## src/common/accel_regs_pkg.sv

```systemverilog
// constants, encodings and carriers for the accelerometer register slice
// assumes a single 100 MHz clock and a simple byte-wide register port
`default_nettype none
package accel_regs_pkg;
  // ==========================================================
  // register offsets
  localparam logic [7:0] OFF_DATA_CFG    = 8'h16;
  localparam logic [7:0] OFF_HP_CUT      = 8'h17;
  localparam logic [7:0] OFF_ORIENT_STAT = 8'h18;
  localparam logic [7:0] OFF_ORIENT_PREV = 8'h19;
  localparam logic [7:0] OFF_ORIENT_CFG  = 8'h1a;
  // ==========================================================
  // field positions, masks and reset values
  localparam int unsigned BIT_FIFO_VIEW  = 7;
  localparam int unsigned BIT_CHANGED    = 7;
  localparam int unsigned BIT_DBNC_MODE  = 7;
  localparam int unsigned BIT_DETECT_EN  = 6;
  localparam int unsigned GRAVITY_TRIP_OFFSET_LSB       = 0;
  localparam int unsigned CUT_LSB        = 0;
  localparam logic [7:0] DATA_CFG_MASK   = 8'h87;
  localparam logic [7:0] HP_CUT_MASK     = 8'h03;
  localparam logic [7:0] ORIENT_CFG_MASK = 8'hc7;
  localparam logic [7:0] DATA_CFG_RST    = 8'h00;
  localparam logic [7:0] HP_CUT_RST      = 8'h00;
  localparam logic [7:0] ORIENT_CFG_RST  = 8'h83;
  // ==========================================================
  // filter and lockout arithmetic
  localparam int unsigned SAMPLE_W      = 12;
  localparam int unsigned HP_FRAC_W     = 8;
  localparam int unsigned LP_W          = SAMPLE_W + HP_FRAC_W + 1;
  localparam logic [2:0]  HP_SHIFT_BASE = 3'h4;
  localparam logic [10:0] GRAVITY_MG    = 11'h3e8;
  localparam logic [10:0] GRAVITY_TRIP_OFFSET_STEP_MG  = 11'h032;
  // ==========================================================
  // orientation encodings
  typedef enum logic [1:0] {
    FACE_UNDEF = 2'h0,
    FACE_FRONT = 2'h1,
    FACE_BACK  = 2'h2
  } face_side_t;
  typedef enum logic [2:0] {
    PORT_UNDEF   = 3'h0,
    PORT_UP      = 3'h1,
    PORT_DOWN    = 3'h2,
    LAND_RIGHT   = 3'h3,
    LAND_LEFT    = 3'h4
  } portrait_side_t;
  typedef struct packed {
    logic           z_tilt_exceeded;
    portrait_side_t portrait_side_code;
    face_side_t     face_side_code;
  } orient_fields_t;
  localparam orient_fields_t ORIENT_RST = '{1'b0, PORT_UNDEF, FACE_UNDEF};
  typedef struct packed {
    logic signed [SAMPLE_W-1:0] x;
    logic signed [SAMPLE_W-1:0] y;
    logic signed [SAMPLE_W-1:0] z;
  } sample_t;
endpackage
`default_nettype wire

```

## src/hw/accel_regs.sv

```systemverilog
// sample config, high-pass, data-ready and orientation register slice
// assumes the serial engine gives one-cycle read/write strobes and that
// the orientation algorithm supplies a candidate state each sample tick
//
// Notes on behaviour
// - ready bit set on overwrite/new flag when enabled
// - ready bit cleared by status then axis read
// - view select picks current or fifo samples
// - per-axis enables raise event on new data
// - cutoff codes halve cutoff, 4 Hz at 400
// - cutoff scales with output data rate
// - filtered delta per axis in own outputs
// - change flag set when any orientation field changes
// - status read clears change flag and interrupt
// - tilt bit shows lockout exceeded, resets zero
// - face code undefined, front or back
// - portrait code undefined, up, down, right, left
// - power-up fields undefined, no lockout
// - previous register mirrors status field layout
// - config holds mode, enable, threshold offset
// - mode zero decrements, one clears debounce
// - detection runs only while enabled
// - threshold is 1g plus 50mg steps
// - rate or mode change restarts debounce
`default_nettype none
module accel_regs #(
  parameter int unsigned DBNC_W = 8
) (
  input  wire logic                         clock_in,
  input  wire logic                         reset_n_in,
  input  wire logic [7:0]                   reg_addr_in,
  input  wire logic                         reg_wr_in,
  input  wire logic                         reg_rd_in,
  input  wire logic [7:0]                   reg_wdata_in,
  output logic      [7:0]                   reg_rdata_out,
  input  wire logic                         sample_tick_in,
  input  wire accel_regs_pkg::sample_t      sample_cur_in,
  input  wire accel_regs_pkg::sample_t      sample_fifo_in,
  input  wire logic [2:0]                   axis_new_in,
  input  wire logic                         sample_overwrite_flag_in,
  input  wire logic                         new_sample_flag_in,
  input  wire logic                         ready_irq_enable_in,
  input  wire logic                         status_read_in,
  input  wire logic                         axis_read_in,
  input  wire accel_regs_pkg::orient_fields_t orient_candidate_in,
  input  wire logic [DBNC_W-1:0]            debounce_count_in,
  input  wire logic [2:0]                   odr_code_in,
  input  wire logic                         active_mode_in,
  output accel_regs_pkg::sample_t           sample_out,
  output accel_regs_pkg::sample_t           delta_out,
  output logic [2:0]                        axis_event_out,
  output logic                              sample_ready_irq_bit_out,
  output logic                              orient_irq_out,
  output logic                              orient_detect_enable_out,
  output logic [10:0]                       lockout_threshold_mg_out
);
  if (DBNC_W < 1 || DBNC_W > 16) begin : g_chk
    $error("accel_regs: DBNC_W out of range");
  end

  localparam int unsigned SW = accel_regs_pkg::SAMPLE_W;
  localparam int unsigned LW = accel_regs_pkg::LP_W;
  localparam int unsigned FW = accel_regs_pkg::HP_FRAC_W;

  // ==========================================================
  // high-pass arithmetic
  // corner tracks the sample rate because the filter steps per sample
  function automatic logic signed [LW-1:0] lp_next(input logic signed [SW-1:0] x,
                                                   input logic signed [LW-1:0] lp,
                                                   input logic [2:0] k);
    logic signed [LW-1:0] xs;
    logic signed [LW-1:0] diff;
    xs = {x[SW-1], x, {FW{1'b0}}};
    diff = xs - lp;
    return lp + (diff >>> k);
  endfunction

  function automatic logic signed [SW-1:0] hp_out(input logic signed [SW-1:0] x,
                                                  input logic signed [LW-1:0] lp);
    logic signed [SW:0] d;
    d = {x[SW-1], x} - lp[LW-1:FW];
    return d[SW-1:0];
  endfunction

  // ==========================================================
  // configuration registers
  logic [7:0] data_cfg_q, data_cfg_d;
  logic [7:0] hp_cut_q, hp_cut_d;
  logic [7:0] orient_cfg_q, orient_cfg_d;
  logic       wr_data_cfg, wr_hp_cut, wr_orient_cfg, rd_stat;

  assign wr_data_cfg   = reg_wr_in && reg_addr_in == accel_regs_pkg::OFF_DATA_CFG;
  assign wr_hp_cut     = reg_wr_in && reg_addr_in == accel_regs_pkg::OFF_HP_CUT;
  assign wr_orient_cfg = reg_wr_in && reg_addr_in == accel_regs_pkg::OFF_ORIENT_CFG;
  assign rd_stat       = reg_rd_in && reg_addr_in == accel_regs_pkg::OFF_ORIENT_STAT;

  always_comb begin
    data_cfg_d   = data_cfg_q;
    hp_cut_d     = hp_cut_q;
    orient_cfg_d = orient_cfg_q;
    // masking keeps unused bits at zero
    if (wr_data_cfg) begin
      data_cfg_d = reg_wdata_in & accel_regs_pkg::DATA_CFG_MASK;
    end
    if (wr_hp_cut) begin
      hp_cut_d = reg_wdata_in & accel_regs_pkg::HP_CUT_MASK;
    end
    if (wr_orient_cfg) begin
      orient_cfg_d = reg_wdata_in & accel_regs_pkg::ORIENT_CFG_MASK;
    end
  end

  always_ff @(posedge clock_in) begin
    if (!reset_n_in) begin
      data_cfg_q   <= accel_regs_pkg::DATA_CFG_RST;
      hp_cut_q     <= accel_regs_pkg::HP_CUT_RST;
      orient_cfg_q <= accel_regs_pkg::ORIENT_CFG_RST;
    end else begin
      data_cfg_q   <= data_cfg_d;
      hp_cut_q     <= hp_cut_d;
      orient_cfg_q <= orient_cfg_d;
    end
  end

  logic       fifo_view_select;
  logic [1:0] cutoff_code;
  logic [2:0] gravity_trip_offset;
  logic       debounce_mode;
  logic       orient_detect_enable;
  logic [2:0] hp_shift;

  assign fifo_view_select     = data_cfg_q[accel_regs_pkg::BIT_FIFO_VIEW];
  assign cutoff_code          = hp_cut_q[accel_regs_pkg::CUT_LSB +: 2];
  assign gravity_trip_offset  = orient_cfg_q[accel_regs_pkg::GRAVITY_TRIP_OFFSET_LSB +: 3];
  assign debounce_mode        = orient_cfg_q[accel_regs_pkg::BIT_DBNC_MODE];
  assign orient_detect_enable = orient_cfg_q[accel_regs_pkg::BIT_DETECT_EN];
  assign hp_shift             = accel_regs_pkg::HP_SHIFT_BASE + {1'b0, cutoff_code};

  // offset only widens the window here; the sign is the algorithm's concern
  assign lockout_threshold_mg_out = accel_regs_pkg::GRAVITY_MG
    + accel_regs_pkg::GRAVITY_TRIP_OFFSET_STEP_MG * {8'h00, gravity_trip_offset};
  assign orient_detect_enable_out = orient_detect_enable;

  // ==========================================================
  // sample path, filter and events
  accel_regs_pkg::sample_t sample_q, sample_d, delta_q, delta_d;
  logic signed [LW-1:0] lpx_q, lpy_q, lpz_q, lpx_d, lpy_d, lpz_d;
  logic [2:0] event_q, event_d;

  always_comb begin
    sample_d = sample_q;
    delta_d  = delta_q;
    lpx_d    = lpx_q;
    lpy_d    = lpy_q;
    lpz_d    = lpz_q;
    event_d  = axis_new_in & data_cfg_q[2:0];
    if (sample_tick_in) begin
      sample_d  = fifo_view_select ? sample_fifo_in : sample_cur_in;
      lpx_d     = lp_next(sample_cur_in.x, lpx_q, hp_shift);
      lpy_d     = lp_next(sample_cur_in.y, lpy_q, hp_shift);
      lpz_d     = lp_next(sample_cur_in.z, lpz_q, hp_shift);
      delta_d.x = hp_out(sample_cur_in.x, lpx_q);
      delta_d.y = hp_out(sample_cur_in.y, lpy_q);
      delta_d.z = hp_out(sample_cur_in.z, lpz_q);
    end
  end

  always_ff @(posedge clock_in) begin
    if (!reset_n_in) begin
      sample_q <= '0;
      delta_q  <= '0;
      lpx_q    <= '0;
      lpy_q    <= '0;
      lpz_q    <= '0;
      event_q  <= '0;
    end else begin
      sample_q <= sample_d;
      delta_q  <= delta_d;
      lpx_q    <= lpx_d;
      lpy_q    <= lpy_d;
      lpz_q    <= lpz_d;
      event_q  <= event_d;
    end
  end

  assign sample_out     = sample_q;
  assign delta_out      = delta_q;
  assign axis_event_out = event_q;

  // ==========================================================
  // data-ready source bit
  logic ready_q, ready_d, armed_q, armed_d, ready_set;

  assign ready_set = ready_irq_enable_in
    && (sample_overwrite_flag_in || new_sample_flag_in);

  always_comb begin
    ready_d = ready_q;
    armed_d = armed_q;
    if (status_read_in) begin
      armed_d = 1'b1;
    end
    if (armed_q && axis_read_in) begin
      ready_d = 1'b0;
      armed_d = 1'b0;
    end
    // a fresh sample in the clearing cycle is kept
    if (ready_set) begin
      ready_d = 1'b1;
    end
  end

  always_ff @(posedge clock_in) begin
    if (!reset_n_in) begin
      ready_q <= 1'b0;
      armed_q <= 1'b0;
    end else begin
      ready_q <= ready_d;
      armed_q <= armed_d;
    end
  end

  assign sample_ready_irq_bit_out = ready_q;

  // ==========================================================
  // orientation status
  accel_regs_pkg::orient_fields_t cur_q, cur_d, prev_q, prev_d;
  logic changed_q, changed_d, pending, settled;
  logic [2:0] odr_q;
  logic       active_q, restart;

  assign pending = orient_detect_enable && (orient_candidate_in != cur_q);
  assign restart = (odr_code_in != odr_q) || (active_mode_in != active_q)
    || !orient_detect_enable;

  orient_debounce #(
    .CNT_W (DBNC_W)
  ) u_debounce (
    .clock_in      (clock_in),
    .reset_n_in    (reset_n_in),
    .tick_in       (sample_tick_in),
    .restart_in    (restart),
    .pending_in    (pending),
    .clear_mode_in (debounce_mode),
    .limit_in      (debounce_count_in),
    .settled_out   (settled)
  );

  always_comb begin
    cur_d     = cur_q;
    prev_d    = prev_q;
    changed_d = changed_q;
    if (rd_stat) begin
      prev_d    = cur_q;
      changed_d = 1'b0;
    end
    if (settled) begin
      cur_d     = orient_candidate_in;
      changed_d = 1'b1;
    end
  end

  always_ff @(posedge clock_in) begin
    if (!reset_n_in) begin
      cur_q     <= accel_regs_pkg::ORIENT_RST;
      prev_q    <= accel_regs_pkg::ORIENT_RST;
      changed_q <= 1'b0;
      odr_q     <= 3'h0;
      active_q  <= 1'b0;
    end else begin
      cur_q     <= cur_d;
      prev_q    <= prev_d;
      changed_q <= changed_d;
      odr_q     <= odr_code_in;
      active_q  <= active_mode_in;
    end
  end

  assign orient_irq_out = changed_q;

  // ==========================================================
  // read data
  logic [7:0] rdata_q, rdata_d;

  always_comb begin
    rdata_d = rdata_q;
    if (reg_rd_in) begin
      unique case (reg_addr_in)
        accel_regs_pkg::OFF_DATA_CFG:    rdata_d = data_cfg_q;
        accel_regs_pkg::OFF_HP_CUT:      rdata_d = hp_cut_q;
        accel_regs_pkg::OFF_ORIENT_STAT: rdata_d = {changed_q, cur_q.z_tilt_exceeded,
                                                    1'b0, cur_q.portrait_side_code,
                                                    cur_q.face_side_code};
        accel_regs_pkg::OFF_ORIENT_PREV: rdata_d = {1'b0, prev_q.z_tilt_exceeded,
                                                    1'b0, prev_q.portrait_side_code,
                                                    prev_q.face_side_code};
        accel_regs_pkg::OFF_ORIENT_CFG:  rdata_d = orient_cfg_q;
        default:                         rdata_d = 8'h00;
      endcase
    end
  end

  always_ff @(posedge clock_in) begin
    if (!reset_n_in) begin
      rdata_q <= 8'h00;
    end else begin
      rdata_q <= rdata_d;
    end
  end

  assign reg_rdata_out = rdata_q;
endmodule
`default_nettype wire

```

## src/hw/orient_debounce.sv

```systemverilog
// orientation debounce counter, one step per sample tick
// assumes tick_in is a one-cycle enable at the output data rate
`default_nettype none
module orient_debounce #(
  parameter int unsigned CNT_W = 8
) (
  input  wire logic             clock_in,
  input  wire logic             reset_n_in,
  input  wire logic             tick_in,
  input  wire logic             restart_in,
  input  wire logic             pending_in,
  input  wire logic             clear_mode_in,
  input  wire logic [CNT_W-1:0] limit_in,
  output logic                  settled_out
);
  if (CNT_W < 1 || CNT_W > 16) begin : g_chk
    $error("orient_debounce: CNT_W out of range");
  end

  logic [CNT_W-1:0] count_q;
  logic [CNT_W-1:0] count_d;

  // ==========================================================
  // counter
  always_comb begin
    count_d = count_q;
    if (restart_in) begin
      count_d = '0;
    end else if (tick_in) begin
      if (pending_in) begin
        if (count_q < limit_in) begin
          count_d = count_q + 1'b1;
        end
      end else if (clear_mode_in) begin
        count_d = '0;
      end else if (count_q != '0) begin
        count_d = count_q - 1'b1;
      end
    end
  end

  always_ff @(posedge clock_in) begin
    if (!reset_n_in) begin
      count_q <= '0;
    end else begin
      count_q <= count_d;
    end
  end

  assign settled_out = tick_in && pending_in && !restart_in && (count_q >= limit_in);
endmodule
`default_nettype wire

```

## config.mk

```make
export PLATFORM = sky130hd
export DESIGN_NAME = accel_regs
export DESIGN_NICKNAME = d
export VERILOG_FILES = /design/src/common/accel_regs_pkg.sv /design/src/hw/accel_regs.sv /design/src/hw/orient_debounce.sv
export SDC_FILE = /design/constraint.sdc
export NUM_CORES = 1
export LEC_CHECK = 0
export BUFFER_PORTS_ARGS = -buffer_cell sky130_fd_sc_hd__buf_2
export CAP_MARGIN = 10
export CORE_MARGIN = 4
export CORE_UTILIZATION = 64
export DETAILED_ROUTE_END_ITERATION = 16
export PLACE_DENSITY = 0.87
export SLEW_MARGIN = 0
export SYNTH_ARGS = -nofsm -noshare
export SYNTH_HDL_FRONTEND = slang
export SYNTH_HIERARCHICAL = 1
export SYNTH_SLANG_ARGS = --single-unit
```

## constraint.sdc

```tcl
create_clock -name clock_in -period 8.7 [get_ports clock_in]
set_clock_uncertainty 0.15 [all_clocks]
set_input_delay 0.87 -clock clock_in [delete_from_list [all_inputs] [get_ports clock_in]]
set_output_delay 0.87 -clock clock_in [all_outputs]
set_load 0.02 [all_outputs]
```

== Word level (Yosys, flattened, before mapping) ==
Index checks and enable logic that the tools add are counted.

* Muxes and demuxes: 10
* Order comparisons: 2
* Shifts and indexed selects: 3
* Bitwise operators: 2
* Reduce and logical (&&, ||, !) cells: 22
* Multiply operators: 1
* $add $sub $neg: 13
* Eq/ne operators: 9

{| class="wikitable"
|+ Operators with widths
! cell !! count
|-
| adder 21 bit || 3
|-
| >>> shifter 21 x 3 -> 21 bit || 3
|-
| subtractor 20 x 21 -> 21 bit || 3
|-
| equality test 8 x 5 -> 1 bit (second input constant) || 5
|-
| case mux 8 bit (5 select lines) || 1
|-
| 2-to-1 mux 36 bit || 1
|-
| subtractor 12 bit || 3
|-
| 2-to-1 mux 8 bit || 4
|-
| adder 10 x 9 -> 11 bit (first input constant) || 1
|-
| logical AND 1 bit || 10
|-
| adder 8 x 1 -> 8 bit (second input constant) || 1
|-
| >= comparator 8 bit || 1
|-
| < comparator 8 bit || 1
|-
| multiplier 5 x 3 -> 8 bit (first input constant) || 1
|-
| nonzero test 8 bit || 1
|-
| subtractor 8 x 1 -> 8 bit (second input constant) || 1
|-
| != test 6 bit || 1
|-
| 2-to-1 mux 1 bit || 4
|-
| nonzero test 2 bit || 2
|-
| OR reduction 2 bit || 2
|-
| adder 3 x 2 -> 3 bit (first input constant) || 1
|-
| bitwise AND 3 bit || 1
|-
| logical OR 1 bit || 3
|-
| != test 3 bit || 1
|-
| 6 further kinds || 7
|}

* Flip-flop bits (word level): 184
* Output and inout port bits: 97
* Logic and storage cells: 88
* Input bits: 119

== Longest topological paths before layout ==
* Word-level depth: 7
* Gate-level depth with buffers: 20
* Depth with buffers taken out: 19

== Hierarchy ==
Netlist, hierarchy kept.

{| class="wikitable"
|+ Modules (own cells, without submodules)
! module !! area each (µm²) !! times used !! sequential area each (µm²) !! cells each
|-
| accel_regs || 13864.5 || 1 || 3503.4 || 1727
|-
| orient_debounce || 877.1 || 1 || 160.2 || 115
|}

== Worst setup path before layout ==
Ideal clock, no wire load.

* Kind: input -> register
* Start point: input sample_cur_in[24] (netlist name)
* End point: register lpx_q[19]
* Slack: 3.816 ns
* Arrival: 4.612 ns
* Setup time: 0.122 ns
* Path buffers: 0
* Stages: 19
* Required time: 8.428 ns
* Cells stage by stage: inv_1 -> ha_1 -> inv_1 -> nor3_1 -> o21a_1 -> o21ai_0 -> and2_1 -> a311oi_1 -> nand2_1 -> o21ai_0 -> ha_1 -> a21oi_1 -> o21bai_1 -> or3_1 -> o2111a_1 -> o211a_1 -> o211ai_1 -> a2111oi_0 -> a311o_1

* Longest elaborated chain between the ends: 3

{| class="wikitable"
|+ Ends and longest elaborated chain
! what !! line !! RTL
|-
| start, declared || accel_regs.sv:37 || <nowiki>input wire accel_regs_pkg::sample_t sample_cur_in,</nowiki>
|-
| subtractor 20 x 21 -> 21 bit || accel_regs.sv:74 || <nowiki>diff = xs - lp;</nowiki>
|-
| >>> shifter 21 x 3 -> 21 bit || accel_regs.sv:75 || <nowiki>return lp + (diff >>> k);</nowiki>
|-
| adder 21 bit || accel_regs.sv:75 ||
|-
| end signal, assigned || accel_regs.sv:179 || <nowiki>lpx_q <= lpx_d;</nowiki>
|-
| end, declared || accel_regs.sv:147 || <nowiki>logic signed [LW-1:0] lpx_q, lpy_q, lpz_q, lpx_d, lpy_d, lpz_d;</nowiki>
|}

No other way between the ends.
A chain may end at the register's enable or synchronous reset.

== Worst setup path after layout ==
* Start point: input sample_cur_in[15] (netlist name)
* End point: register lpy_q[20]

* Longest elaborated chain between the ends: 3

{| class="wikitable"
|+ Ends and longest elaborated chain
! what !! line !! RTL
|-
| subtractor 20 x 21 -> 21 bit || accel_regs.sv:74 ||
|-
| >>> shifter 21 x 3 -> 21 bit || accel_regs.sv:75 ||
|-
| adder 21 bit || accel_regs.sv:75 ||
|-
| end signal, assigned || accel_regs.sv:180 || <nowiki>lpy_q <= lpy_d;</nowiki>
|-
| end, declared || accel_regs.sv:147 ||
|}

No other way between the ends.

==> results.yml <==
floorplan:
  row_count: 55
  start_util: 0.6511
  die_area_sq_um: 25530
  coreArea_sq_um: 22640
  die_w_microns: 159.8
  pin_count: 216
  chipHeight_microns: 159.8
critical_path:
  crit_fanout: 11
  crit_required_ps: 8870
  crit_arrival_ps: 5410
  critPathCaptureType: "register"
  path_cells: "buf_2 -> ha_1 -> a21o_1 -> a21oi_1 -> o31ai_1 -> nand3_1 -> a31oi_1 -> xnor2_1 -> a21oi_1 -> a22oi_1 -> ha_1 -> a21o_1 -> o21bai_1 -> nor3b_1 -> a211oi_1 -> o2111ai_1 -> nand3_1 -> mux2_2 -> mux2i_1"
  path_class: "in2reg"
  setup.worst_path.start_class: "input pin"
  slowest_delay_ps: 510
  cp_slowest_cell: "ha_1"
global_routing:
  grt.total_usage: 0.2949
  grt_first_pass_wirelength_mm: 64.62
  first_global_vias: 13500
  grt_max_degree: 82
  antenna_found_initial: 0
  grt_overflow_total: 0
min_path:
  min_path_type: "reg2reg"
job:
  cap_violations: 0
layout:
  seq_area_sq_um: 3666
  multi_input_area_sq_um: 10260
  nFillCells: 1781
  insertedDiodeCount: 0
  final_area_sq_um: 16360
  drive_above_1_share: 0.1473
  fin_cells: 2281
  layout.nets: 2230
  syn_to_final_growth_pct: 10.97
drt:
  drt_drc_violations_left: 0
  wirelength_mm: 39.39
  ant_nets: 0
  viasPerCell: 6.215
  wire_per_inst_microns: 17.27
  first_iter_violations: 1128
  dr.pass1.iters: 5
  num_vias: 14180
logic_synthesis:
  yosysTopAreaCellShare: 0.2485
  synth_compound_area_frac: 0.2225
  synth_area_leader_cell: "dfxtp_1"
  synthTopCellsByArea: "dfxtp_1, mux2i_1, ha_1, nor2_1, a21oi_1"
  synth-edff-count: 0
  yosysMostFrequentCell: "nor2_1"
  synth_simple_gate_area_frac: 0.1797
  synthArstFlopShare: 0
  yosysSeqAreaShare: 0.2485
  synthTopCellsByCount: "nor2_1, dfxtp_1, mux2i_1"
  synth_area_sq_um: 14740
  synth.distinct_cells: 87
  synth-adder-area-share: 0.1108
  synth-seq-cells: 183
  synth_top_family_by_area: "compound AO/OA/AOI/OAI gates"
  yosysWarnings: 6
  synth.avg_cell_area_sq_um: 8.003
  synth.area.mux_share: 0.1130
  synth_xor_area_frac: 0.06943
  postSynthCellCount: 1842
  yosys_most_used_dff: "dfxtp_1"
placed_design:
  dp_cells: 2250
  pre_cts_ws_ps: 3149
  dp_hpwl_mm: 28.67
  routabilityCongestion: 0.8987
  io_buffer_count: 210
  place_area_sq_um: 15800
sta:
  max_slew_margin: 0.2993
  rsz0062_at_grt: "false"
  layout_min_cycle_time_ps: 5237
  setup_ws_ps: 3463
  fin_hold_ws_ps: 307.1
  worst_slew_pin_slew_ps: 1042
  fin_setup_tns_ps: 0
  hold_viol: 0
  final.period_utilization: 0.6020
  max_freq_ghz: 0.1909
  setup_viol: 0
  report.final.slew_viol_count: 0
cts:
  cts_buffer_depth: 2
  clock_latency_ps: 430
  holdBufCountCts: 0
  ctsResizeCount: 0
  cts_sinks: 183
  cts_setup_buffers: 0
  cts_root_buf: "clkbuf_16"
  htreeDepth: 4
  cts_buffers: 17
  cts_tree: "done"
  clkSlewWorstSetupHoldPaths_ps: 70
run_status:
  status: "finished clean"
pwr:
  worst_ir_drop_vdd_uv: 222.5
  power_density_nw_per_um2: 390.2
  p_leak_uw: 0.007338
==> worst max-delay path: cells and delay by family <==
kind                       cells  cell delay, ps
buffers and inverters          1             120
AOI/OAI and AO/OA             10            2180
muxes                          2             430
xor gates and xnor gates       1             360
and+or+nand+nor                3             640
adders and majority gates      2             800
==> layout make-up <==
cell class / count / share of cell area
flip-flops and latches: 183 / 0.2241
clock inverters: 12 / 0.007189
multi-input cells: 1461 / 0.6271
inverters: 100 / 0.02310
clock buffers: 19 / 0.02707
repair buffers: 221 / 0.06967
well taps: 285 / 0.02180
==> layout by cell type (no fill, tap or decap), types with 12 or more instances in the layout <==
cell,n
nand4_1,13
xor2_1,41
inv_1,96
o31ai_1,13
nand2_1,112
mux2i_1,154
and2_1,12
ha_1,121
dfxtp_1,181
clkbuf_16,17
nand2b_1,16
a21oi_1,131
o21bai_1,18
nand3_1,54
nor2_1,222
and3_1,20
a211oi_1,69
buf_2,209
xnor2_1,74
nor3_1,37
a21o_1,43
a31oi_1,18
o21a_1,17
o21ai_0,93
o211ai_1,13
==> where the power goes <==
part           switching, uW  total [uW]  internal [uW]
clock network            360         767            407
logic                   2540        4410           1880
registers                179        1200           1030
==> flip-flops by register name (all words and copies together) (netlist names) <==
name	count
hp_cut_q	2
active_q	1
cur_q	6
orient_cfg_q	5
lpx_q	21
u_debounce/count_q	8
data_cfg_q	4
sample_out	36
lpz_q	21
odr_q	3
prev_q	6
axis_event_out	3
delta_out	36
orient_irq_out	1
armed_q	1
sample_ready_irq_bit_out	1
lpy_q	21
reg_rdata_out	7
==> kinds of logic (layout without fill, tap and decap cells) <==
| kind of cell | after synthesis | after routing |
|---|---|---|
| AO/OA/AOI/OAI | 495 | 495 |
| buffers and inverters | 199 | 352 |
| XOR/XNOR | 116 | 116 |
| adder cells (fa/ha/maj) | 127 | 127 |
| AND/OR/NAND/NOR | 556 | 556 |
| multiplexers | 165 | 165 |
| other | 1 | 2 |
| flip-flops | 183 | 183 |
==> path summary, 6_finish.rpt <==
kind | from | to | slack [ps] | depth (start not counted)
max | sample_cur_in[15] | lpy_q[20] | 3460 | 19
min | sample_ready_irq_bit_out | sample_ready_irq_bit_out | 310 | 2
max reg2reg | lpy_q[11] | lpy_q[20] | 3570 | 19
min reg2reg | sample_ready_irq_bit_out | sample_ready_irq_bit_out | 310 | 2
==> stage by stage <==
step	total power (uW)	utilization
after global routing	6940	0.7226
after floorplan	4682	-
final	6383	0.7226
after detailed placement	5504	0.6978
after CTS	6313	0.7226
after global placement	5346	0.6978
==> routing by layer <==
layer	vias to the layer above	GRT usage	routed length [microns]	share of wire
met1	6610	0.3848	17440	0.44
met2	548	0.4992	18360	0.47
met3	87	0.04155	2570	0.065
met4	0	0.1083	1012	0.026
li1	6932	-	-	-
met5	-	0	0	0
Note: power is estimated with default switching activity, not from simulation.
